## src/include/asx_regs.svh

```systemverilog
// Register offsets, field values and reset values of the subtract/swap/xor datapath
`ifndef ASX_REGS_SVH
`define ASX_REGS_SVH

// Byte offsets of the AHB-Lite register words
`define ASX_CMD_OFF      8'h00
`define ASX_ACC_OFF      8'h04
`define ASX_STATUS_OFF   8'h08
`define ASX_FADDR_OFF    8'h0c
`define ASX_FDATA_OFF    8'h10
`define ASX_PORTDIR_OFF  8'h14

// Status word bit positions
`define ASX_ST_CARRY     0
`define ASX_ST_HALF      1
`define ASX_ST_ZERO      2

// Operands of the port direction load
`define ASX_DIR_A_SEL    7'h05
`define ASX_DIR_B_SEL    7'h06
`define ASX_DIR_C_SEL    7'h07

// Reset values and file depth
`define ASX_ACC_RST      8'h00
`define ASX_DIR_RST      8'hff
`define ASX_FILE_DEPTH   128

`endif

```

## src/include/asx_pkg.sv

```systemverilog
// Types shared by the subtract/swap/xor datapath files
`default_nettype none

package asx_pkg;

   // Instruction codes carried in the command word
   typedef enum logic [2:0] {
      op_sub_acc_from_literal     = 3'b000,
      op_sub_with_borrow_from_file = 3'b001,
      op_nibble_exchange          = 3'b010,
      op_port_direction_load      = 3'b011,
      op_xor_literal_into_acc     = 3'b100,
      op_xor_acc_with_file        = 3'b101
   } asx_op_type;

   // Command word layout, low bits last
   typedef struct packed {
      logic [7:0] literal;
      logic [6:0] faddr;
      logic       dest;
      logic [2:0] op;
   } asx_cmd_type;

   // Status flags
   typedef struct packed {
      logic zero;
      logic half_carry_flag;
      logic carry;
   } asx_flags_type;

   // Datapath answer for one instruction
   typedef struct packed {
      logic [7:0]    result;
      asx_flags_type flags;
      logic          to_acc;
      logic          to_file;
      logic [2:0]    dir_we;
   } asx_alu_out_type;

endpackage

`default_nettype wire

```

## src/core/asx_core.sv

```systemverilog
// Subtract/swap/xor instruction datapath with its AHB-Lite register slave
//
// The AHB-Lite interface to the registers and the address map were decided locally.
`timescale 1ns/100ps
`default_nettype none
`include "asx_regs.svh"

// Notes on behaviour
// RULE1 - Literal minus accumulator goes to accumulator; carry, half carry, zero updated.
// RULE2 - File minus accumulator minus inverted carry; carry, half carry, zero updated.
// RULE3 - Borrow subtract result goes to accumulator on dest 0, file on 1.
// RULE4 - Nibble exchange of file into accumulator or file; flags unchanged.
// RULE5 - Accumulator loads port A, B or C direction for operand 5, 6, 7.
// RULE6 - Accumulator xor literal into accumulator; only zero flag updated.
// RULE7 - Accumulator xor file into accumulator or file by dest; only zero updated.
// RULE8 - Zero flag set when an arithmetic or logic result is zero, else cleared.
module asx_core import asx_pkg::*; (
   // Clock and reset
   input  wire logic        sys_clk,
   input  wire logic        resetn,
   // AHB-Lite slave
   input  wire logic        hsel,
   input  wire logic [31:0] haddr,
   input  wire logic  [1:0] htrans,
   input  wire logic        hwrite,
   input  wire logic  [2:0] hsize,
   input  wire logic        hready,
   input  wire logic [31:0] hwdata,
   output logic      [31:0] hrdata,
   output logic             hreadyout,
   output logic             hresp,
   // Port direction registers
   output logic       [7:0] port_a_direction,
   output logic       [7:0] port_b_direction,
   output logic       [7:0] port_c_direction
);

   // Register word match on the low address byte, upper bits must be zero
   function automatic logic is_reg(input logic [31:0] addr, input logic [7:0] off);
      is_reg = (addr[31:8] == 24'h000000) && (addr[7:0] == off);
   endfunction

   logic               a_valid_ff;
   logic               a_write_ff;
   logic        [31:0] a_addr_ff;
   logic        [31:0] rdata_ff;
   logic        [31:0] nxt_rdata;
   asx_cmd_type        cmd_ff;
   asx_cmd_type        nxt_cmd;
   logic         [7:0] acc_ff;
   asx_flags_type      flags_ff;
   logic         [6:0] faddr_ff;
   logic         [7:0] file_mem [0:`ASX_FILE_DEPTH-1];
   logic         [7:0] dir_ff [0:2];
   logic               wr_en;
   logic               exec;
   logic         [7:0] fval;
   asx_alu_out_type    alu_out;

   // Zero-wait, always OKAY slave; transfer size is not checked, whole words assumed
   assign hreadyout = 1'b1;
   assign hresp     = 1'b0;
   assign hrdata    = rdata_ff;

   // Address phase capture
   always_ff @(posedge sys_clk) begin
      if (!resetn) begin
         a_valid_ff <= 1'b0;
         a_write_ff <= 1'b0;
         a_addr_ff  <= 32'h00000000;
      end else begin
         a_valid_ff <= hsel & hready & htrans[1];
         a_write_ff <= hwrite;
         a_addr_ff  <= haddr;
      end
   end

   // Data phase write strobe; a command write executes in that same cycle
   assign wr_en   = a_valid_ff & a_write_ff;
   assign exec    = wr_en & is_reg(a_addr_ff, `ASX_CMD_OFF);
   assign nxt_cmd = asx_cmd_type'(hwdata[$bits(asx_cmd_type)-1:0]);
   assign fval    = file_mem[nxt_cmd.faddr];

   asx_alu u_alu (
      .op      (nxt_cmd.op),
      .dest    (nxt_cmd.dest),
      .faddr   (nxt_cmd.faddr),
      .literal (nxt_cmd.literal),
      .acc     (acc_ff),
      .fval    (fval),
      .flags   (flags_ff),
      .alu_out (alu_out)
   );

   // Last command word, kept for read-back
   always_ff @(posedge sys_clk) begin
      if (!resetn) begin
         cmd_ff <= '0;
      end else if (exec) begin
         cmd_ff <= nxt_cmd;
      end
   end

   // Accumulator: instruction result beats a register write, both never in one cycle
   always_ff @(posedge sys_clk) begin
      if (!resetn) begin
         acc_ff <= `ASX_ACC_RST;
      end else if (exec && alu_out.to_acc) begin
         acc_ff <= alu_out.result; // see RULE1
      end else if (wr_en && is_reg(a_addr_ff, `ASX_ACC_OFF)) begin
         acc_ff <= hwdata[7:0];
      end
   end

   // Flags: the unit passes untouched flags through unchanged
   always_ff @(posedge sys_clk) begin
      if (!resetn) begin
         flags_ff <= '0;
      end else if (exec) begin
         flags_ff <= alu_out.flags; // see RULE8
      end else if (wr_en && is_reg(a_addr_ff, `ASX_STATUS_OFF)) begin
         flags_ff.carry           <= hwdata[`ASX_ST_CARRY];
         flags_ff.half_carry_flag <= hwdata[`ASX_ST_HALF];
         flags_ff.zero            <= hwdata[`ASX_ST_ZERO];
      end
   end

   // Software pointer into the file
   always_ff @(posedge sys_clk) begin
      if (!resetn) begin
         faddr_ff <= 7'h00;
      end else if (wr_en && is_reg(a_addr_ff, `ASX_FADDR_OFF)) begin
         faddr_ff <= hwdata[6:0];
      end
   end

   // File registers hold data only, so they carry no reset
   always_ff @(posedge sys_clk) begin
      if (exec && alu_out.to_file) begin
         file_mem[nxt_cmd.faddr] <= alu_out.result; // see RULE3
      end else if (wr_en && is_reg(a_addr_ff, `ASX_FDATA_OFF)) begin
         file_mem[faddr_ff] <= hwdata[7:0];
      end
   end

   // Port direction registers
   generate
      for (genvar i = 0; i < 3; i++) begin : g_dir
         always_ff @(posedge sys_clk) begin
            if (!resetn) begin
               dir_ff[i] <= `ASX_DIR_RST;
            end else if (exec && alu_out.dir_we[i]) begin
               dir_ff[i] <= acc_ff; // see RULE5
            end
         end
      end
   endgenerate

   assign port_a_direction = dir_ff[0];
   assign port_b_direction = dir_ff[1];
   assign port_c_direction = dir_ff[2];

   // Read data chosen in the address phase; a read right after a write sees old data
   always_comb begin
      nxt_rdata = 32'h00000000;
      if (is_reg(haddr, `ASX_CMD_OFF)) begin
         nxt_rdata = {13'h0000, cmd_ff};
      end else if (is_reg(haddr, `ASX_ACC_OFF)) begin
         nxt_rdata = {24'h000000, acc_ff};
      end else if (is_reg(haddr, `ASX_STATUS_OFF)) begin
         nxt_rdata = {29'h00000000, flags_ff};
      end else if (is_reg(haddr, `ASX_FADDR_OFF)) begin
         nxt_rdata = {25'h0000000, faddr_ff};
      end else if (is_reg(haddr, `ASX_FDATA_OFF)) begin
         nxt_rdata = {24'h000000, file_mem[faddr_ff]};
      end else if (is_reg(haddr, `ASX_PORTDIR_OFF)) begin
         nxt_rdata = {8'h00, dir_ff[2], dir_ff[1], dir_ff[0]};
      end
   end

   always_ff @(posedge sys_clk) begin
      if (!resetn) begin
         rdata_ff <= 32'h00000000;
      end else if (hsel && hready && htrans[1] && !hwrite) begin
         rdata_ff <= nxt_rdata;
      end
   end

   // Helper views of the executing command for the checks below
   logic [2:0] ex_op;
   logic       ex_dest;
   logic [6:0] ex_faddr;
   logic [7:0] ex_lit;
   logic [3:0] fval_lo;
   logic [3:0] fval_hi;
   logic [7:0] ref_res;
   assign ex_op    = nxt_cmd.op;
   assign ex_dest  = nxt_cmd.dest;
   assign ex_faddr = nxt_cmd.faddr;
   assign ex_lit   = nxt_cmd.literal;
   assign fval_lo  = fval[3:0];
   assign fval_hi  = fval[7:4];
   // Result rebuilt from the operands, so the zero check does not just echo the unit
   assign ref_res  = (ex_op == op_sub_acc_from_literal) ? ex_lit - acc_ff :
                     (ex_op == op_sub_with_borrow_from_file) ?
                        fval - acc_ff - {7'h00, ~flags_ff.carry} :
                     (ex_op == op_xor_literal_into_acc) ? acc_ff ^ ex_lit : acc_ff ^ fval;

   a_sub_acc_from_literal_result: assert property (@(posedge sys_clk) disable iff (!resetn) // see RULE1
      exec && ex_op == op_sub_acc_from_literal |=>
         acc_ff == 8'($past(ex_lit) - $past(acc_ff)) &&
         flags_ff.carry == ($past(acc_ff) <= $past(ex_lit)))
      else $error("literal subtract result or carry wrong");

   a_swb_carry: assert property (@(posedge sys_clk) disable iff (!resetn) // see RULE2
      exec && ex_op == op_sub_with_borrow_from_file |=>
         flags_ff.carry == ({1'b0, $past(fval)} >=
                            {1'b0, $past(acc_ff)} + {8'h00, ~$past(flags_ff.carry)}))
      else $error("borrow subtract carry wrong");

   a_swb_dest_file: assert property (@(posedge sys_clk) disable iff (!resetn) // see RULE3
      exec && ex_op == op_sub_with_borrow_from_file && ex_dest |=> $stable(acc_ff))
      else $error("borrow subtract to file touched accumulator");

   a_swap_acc: assert property (@(posedge sys_clk) disable iff (!resetn) // see RULE4
      exec && ex_op == op_nibble_exchange && !ex_dest |=>
         acc_ff == {$past(fval_lo), $past(fval_hi)} && $stable(flags_ff))
      else $error("nibble exchange wrong");

   a_dir_load_a: assert property (@(posedge sys_clk) disable iff (!resetn) // see RULE5
      exec && ex_op == op_port_direction_load && ex_faddr == `ASX_DIR_A_SEL |=>
         port_a_direction == $past(acc_ff) && $stable(port_b_direction) && $stable(flags_ff))
      else $error("port direction load wrong");

   a_xor_literal_into_acc_flags: assert property (@(posedge sys_clk) disable iff (!resetn) // see RULE6
      exec && ex_op == op_xor_literal_into_acc |=>
         acc_ff == ($past(ex_lit) ^ $past(acc_ff)) && $stable(flags_ff.carry) &&
         $stable(flags_ff.half_carry_flag))
      else $error("literal xor wrong");

   a_xor_acc_with_file_acc: assert property (@(posedge sys_clk) disable iff (!resetn) // see RULE7
      exec && ex_op == op_xor_acc_with_file && !ex_dest |=>
         acc_ff == ($past(fval) ^ $past(acc_ff)) && $stable(flags_ff.carry))
      else $error("file xor wrong");

   a_zero_flag: assert property (@(posedge sys_clk) disable iff (!resetn) // see RULE8
      exec && (ex_op == op_sub_acc_from_literal || ex_op == op_sub_with_borrow_from_file ||
               ex_op == op_xor_literal_into_acc || ex_op == op_xor_acc_with_file) |=>
         flags_ff.zero == ($past(ref_res) == 8'h00))
      else $error("zero flag wrong");

endmodule // asx_core
`default_nettype wire

```

## src/core/asx_alu.sv

```systemverilog
// Combinational arithmetic and logic unit of the subtract/swap/xor datapath
`timescale 1ns/100ps
`default_nettype none
`include "asx_regs.svh"

module asx_alu import asx_pkg::*; (
   // Decoded instruction
   input  wire logic            [2:0] op,
   input  wire logic                  dest,
   input  wire logic            [6:0] faddr,
   input  wire logic            [7:0] literal,
   // Operands and current flags
   input  wire logic            [7:0] acc,
   input  wire logic            [7:0] fval,
   input  wire asx_flags_type         flags,
   // Answer
   output asx_alu_out_type            alu_out
);

   logic [7:0] minuend;
   logic       borrow_in_n;
   logic [8:0] full_sum;
   logic [4:0] low_sum;

   // Subtract as minuend + ~acc + carry-in; carry out means no borrow
   always_comb begin
      minuend     = (op == op_sub_acc_from_literal) ? literal : fval;
      borrow_in_n = (op == op_sub_with_borrow_from_file) ? flags.carry : 1'b1; // see RULE2
      full_sum    = {1'b0, minuend} + {1'b0, ~acc} + {8'h00, borrow_in_n};
      low_sum     = {1'b0, minuend[3:0]} + {1'b0, ~acc[3:0]} + {4'h0, borrow_in_n};
   end

   // Result, flag and destination selection
   always_comb begin
      alu_out         = '0;
      alu_out.flags   = flags;
      unique case (op)
         op_sub_acc_from_literal: begin
            alu_out.result                = full_sum[7:0]; // see RULE1
            alu_out.flags.carry           = full_sum[8];
            alu_out.flags.half_carry_flag = low_sum[4];
            alu_out.flags.zero            = (full_sum[7:0] == 8'h00); // see RULE8
            alu_out.to_acc                = 1'b1;
         end
         op_sub_with_borrow_from_file: begin
            alu_out.result                = full_sum[7:0]; // see RULE2
            alu_out.flags.carry           = full_sum[8];
            alu_out.flags.half_carry_flag = low_sum[4];
            alu_out.flags.zero            = (full_sum[7:0] == 8'h00); // see RULE8
            alu_out.to_acc                = ~dest; // see RULE3
            alu_out.to_file               = dest;
         end
         op_nibble_exchange: begin
            alu_out.result  = {fval[3:0], fval[7:4]}; // see RULE4
            alu_out.to_acc  = ~dest;
            alu_out.to_file = dest;
         end
         op_port_direction_load: begin
            // Operands outside 5..7 load nothing
            alu_out.result = acc;
            alu_out.dir_we = {faddr == `ASX_DIR_C_SEL, faddr == `ASX_DIR_B_SEL,
                              faddr == `ASX_DIR_A_SEL}; // see RULE5
         end
         op_xor_literal_into_acc: begin
            alu_out.result     = acc ^ literal; // see RULE6
            alu_out.flags.zero = ((acc ^ literal) == 8'h00); // see RULE8
            alu_out.to_acc     = 1'b1;
         end
         op_xor_acc_with_file: begin
            alu_out.result     = acc ^ fval; // see RULE7
            alu_out.flags.zero = ((acc ^ fval) == 8'h00); // see RULE8
            alu_out.to_acc     = ~dest;
            alu_out.to_file    = dest;
         end
         default: begin
            // Unused codes change nothing
            alu_out.result = acc;
         end
      endcase
   end

endmodule // asx_alu
`default_nettype wire

```

## config.mk

```make
export PLATFORM = sky130hd
export DESIGN_NAME = asx_core
export DESIGN_NICKNAME = d
export VERILOG_FILES = /design/src/include/asx_pkg.sv /design/src/core/asx_core.sv /design/src/core/asx_alu.sv
export VERILOG_INCLUDE_DIRS = /design/src /design/src/include
export SDC_FILE = /design/constraint.sdc
export NUM_CORES = 2
export LEC_CHECK = 0
export BUFFER_PORTS_ARGS = -buffer_cell sky130_fd_sc_hd__buf_2
export CORE_MARGIN = 2
export CORE_UTILIZATION = 37
export CTS_CLUSTER_DIAMETER = 50
export DETAILED_ROUTE_END_ITERATION = 12
export PLACE_DENSITY = 0.6
export SLEW_MARGIN = 20
export SYNTH_ARGS = -nofsm -noshare
export SYNTH_HDL_FRONTEND = slang
export SYNTH_SLANG_ARGS = --single-unit
```

## constraint.sdc

```tcl
create_clock -name sys_clk -period 14.24 [get_ports sys_clk]
set_input_delay 2.848 -clock sys_clk [delete_from_list [all_inputs] [get_ports sys_clk]]
set_output_delay 2.848 -clock sys_clk [all_outputs]
set_load 0.1 [all_outputs]
```

==> results.cfg <==
[route]
num_vias = 32180
drc = 0
dr.pass1.iters = 5
routed_wl_microns = 172300
wl_per_cell_microns = 33.42
viasPerCell = 6.241
drtAntennaViolNets = 0
drt_first_iter_violations = 4069

[floorplanning]
start_util = 0.3733
die_area_sq_um = 150100
die_h_microns = 387.5
core_sq_um = 145700
die_x_microns = 387.5
rows = 140
top_level_ports = 132

[clock_tree]
cts_setup_buffers = 0
numClockSinks = 1150
clk_pin_slew_ns = 0.06
cts_resized = 0
ctsRootBufferMaster = clkbuf_16
worstSkewPairLatency_ns = 0.74
cts_tree = built
htreeDepth = 3
hold_buffers = 0
cts.path.max_buffers = 3
cts_made_buffers = 119

[yosys]
yosysSeqAreaShare = 0.6160
synth_top_area_cell = edfxtp_1
avgSynthCellArea_sq_um = 17.68
synth.most_common_cell = edfxtp_1
synth_top_family_by_area = multiplexers
synth-adder-area-share = 0.002346
synth_area_sq_um = 54400
synth_seq_cells = 1150
yosysWarnings = 0
synthArstFlopShare = 0
synth_top_area_frac = 0.5784
yosys-top-cells-count = edfxtp_1, mux4_2, nor2_1
synth-edff-count = 1048
synth.area.top_cells = edfxtp_1, mux4_2, dfxtp_1, mux2i_1, nor2_1
synthDistinctLibCells = 75
synth_compound_area_frac = 0.04149
synth_top_flop_cell = edfxtp_1
synthCells = 3078
muxShareOfSynthArea = 0.2596
synthXorXnorAreaFrac = 0.003381
synthSimpleGateAreaFrac = 0.05087

[critical_path]
required_ns = 14.70
regToRegSetupSlack_ns = 7.76
startpoint = hwdata[5]
worstSetupPathType = in -> reg
critPathMostFrequentCell = a21oi_1
critPathBufInv = 5
slowest_delay_ns = 0.73
worst_setup_path_end_kind = register
crit_arrival_ns = 10.09
start_kind = input port
crit_chain = buf_8 > buf_4 > and2_1 > a21oi_1 > and3_1 > o41ai_1 > buf_4 > a22oi_1 > mux2i_1 > fa_1 > inv_1 > fa_1 > a21o_1 > a21oi_1 > o21ai_0 > a21oi_1 > xor2_1 > o21ai_0 > a21oi_1 > o21ai_0 > a22o_4 > buf_4
reg2reg_to = file_mem[59][6]
critPathTopFamily = compound AO/OA/AOI/OAI gates
cp_slowest_cell = and2_1
ff2ff_path_depth = 18
r2r-start = file_mem[31][0]
crit_path_max_fanout = 87

[finish]
nets = 3224
syn2layout_area_growth_pct = 11.52
final_layout_size_suffix_gt1_frac = 0.3020

[worst_hold_path]
hold_end = cmd_ff[4]
min_path_type = reg -> reg
holdPathStages = 2
min_from = cmd_ff[4]

[timing]
final-hold-violation-count = 0
worst_slew_margin_rel = 0.1864
slew_viol_final = 0
min_period_over_period = 0.6761
holdWs_ns = 0.4495
fmax_mhz = 103.9
setup_tns_ns = 0
rsz0062_at_grt = false
period_needed_ns = 9.628
worstMarginPinSlew_ns = 1.211
finClkSkew_ns = 0.02800
setup_viol = 0

[outcome]
status = finished clean

[grt]
first_global_vias = 31774
grt_start_max_net_pins = 106
antenna_found_initial = 5
gr-total-overflow = 0
grt_pass1_wl_microns = 242400
grt.total_usage = 0.2270

[pwr]
p_clk_frac = 0.416
vdd_drop_max_mv = 0.09261
cellPowerDensity_nw_per_um2 = 122.3
switching_share = 0.2376
p_int_mw = 5.656
netSwitchingPower_mw = 1.763
p_comb_frac = 0.075
power_frac_seq = 0.509
p_leak_nw = 18.31
power_mw = 7.419

[placed_design]
portBuffers = 104
hpwlAfterDp_microns = 112000
routabilityCongestion = 0.9218

[flow_run]
drv_cap = 0
power by group through the flow:
stage	clock (mW)	combinational (mW)	sequential, mW
5_1_grt	3.25	0.580	3.78
3_3_place_gp	0	0.535	3.85
3_5_place_dp	0	0.540	3.85
2_1_floorplan	0	0.306	3.89
4_1_cts	3.12	0.540	3.78
6_report	3.09	0.554	3.78
cells by family (layout without fill, tap and decap cells):
group,after synthesis,count (layout)
adder cells (fa/ha/maj),9,9
flip-flops,1150,1150
AO/OA/AOI/OAI,337,337
multiplexers,707,707
XOR/XNOR,21,21
AND/OR/NAND/NOR,582,582
buffers and inverters,270,422
other,2,11
layer usage:
layer / part of all wire / GRT usage / vias up
li1: - / - / 12977
met1: 0.39 / 0.3009 / 16981
met2: 0.46 / 0.3494 / 1848
met3: 0.11 / 0.07064 / 372
met4: 0.044 / 0.08949 / 2
met5: 0.000070 / 0 / -
tightest hold or removal path, delay by kind of cell, from the launching register on:
| kind | cells | cell delay, ns |
|---|---|---|
| AND/OR/NAND/NOR | 1 | 0.05 |
| AO/OA/AOI/OAI | 1 | 0.05 |
| flip-flops | 1 | 0.31 |
metrics by stage:
stage          area (sq um)  utilization  std cells  setup WS (ns)
2_1_floorplan         54430            -       3086          1.718
3_5_place_dp          56790       0.3897       4935          3.970
5_1_grt               60670       0.4163       5156          4.284
6_report              60670       0.4163       5156          4.612
3_3_place_gp          56790       0.3897       4935          4.016
4_1_cts               60610       0.4159       5153          4.771
worst max-delay path by stage:
| stage | end | cells past startpoint | slack [ns] |
|---|---|---|---|
| 2_1_floorplan | file_mem[0][4] | 19 | 1.72 |
| 3_3_place_gp | file_mem[57][6] | 22 | 4.02 |
| 3_5_place_dp | file_mem[58][6] | 22 | 3.97 |
| 4_1_cts | file_mem[57][6] | 22 | 4.77 |
| 5_1_grt | file_mem[57][6] | 22 | 4.28 |
| 6_report | file_mem[59][6] | 22 | 4.61 |
final cells by class:
type / instances / area, sq um
inverters: 22 / 82.58
well taps: 1917 / 2399
fillers: 12864 / 85070
flip-flops and latches: 1150 / 33530
diodes: 1 / 2.502
clock inverters: 81 / 704.4
multi-input cells: 1666 / 19610
repair buffers: 182 / 1235
clock buffers: 137 / 3109
flip-flops by register name, indices dropped and copies added, names as in the netlist, named ones only:
name,flops
a_valid_ff,1
faddr_ff,7
acc_ff,8
a_addr_ff,32
flags_ff,3
dir_ff,24
a_write_ff,1
cmd_ff,19
file_mem,1024
hrdata,24
placed cells by master (no fill, tap or decap), types with 69 or more instances in the layout:
master and instances:
nand2_1 129, dfxtp_1 97, mux4_2 561, buf_2 101, edfxtp_1 1048, mux2i_1 126
clkbuf_16 122, buf_4 71, a21oi_1 69, nor2_1 201
Note: power is estimated with default switching activity, not from simulation.
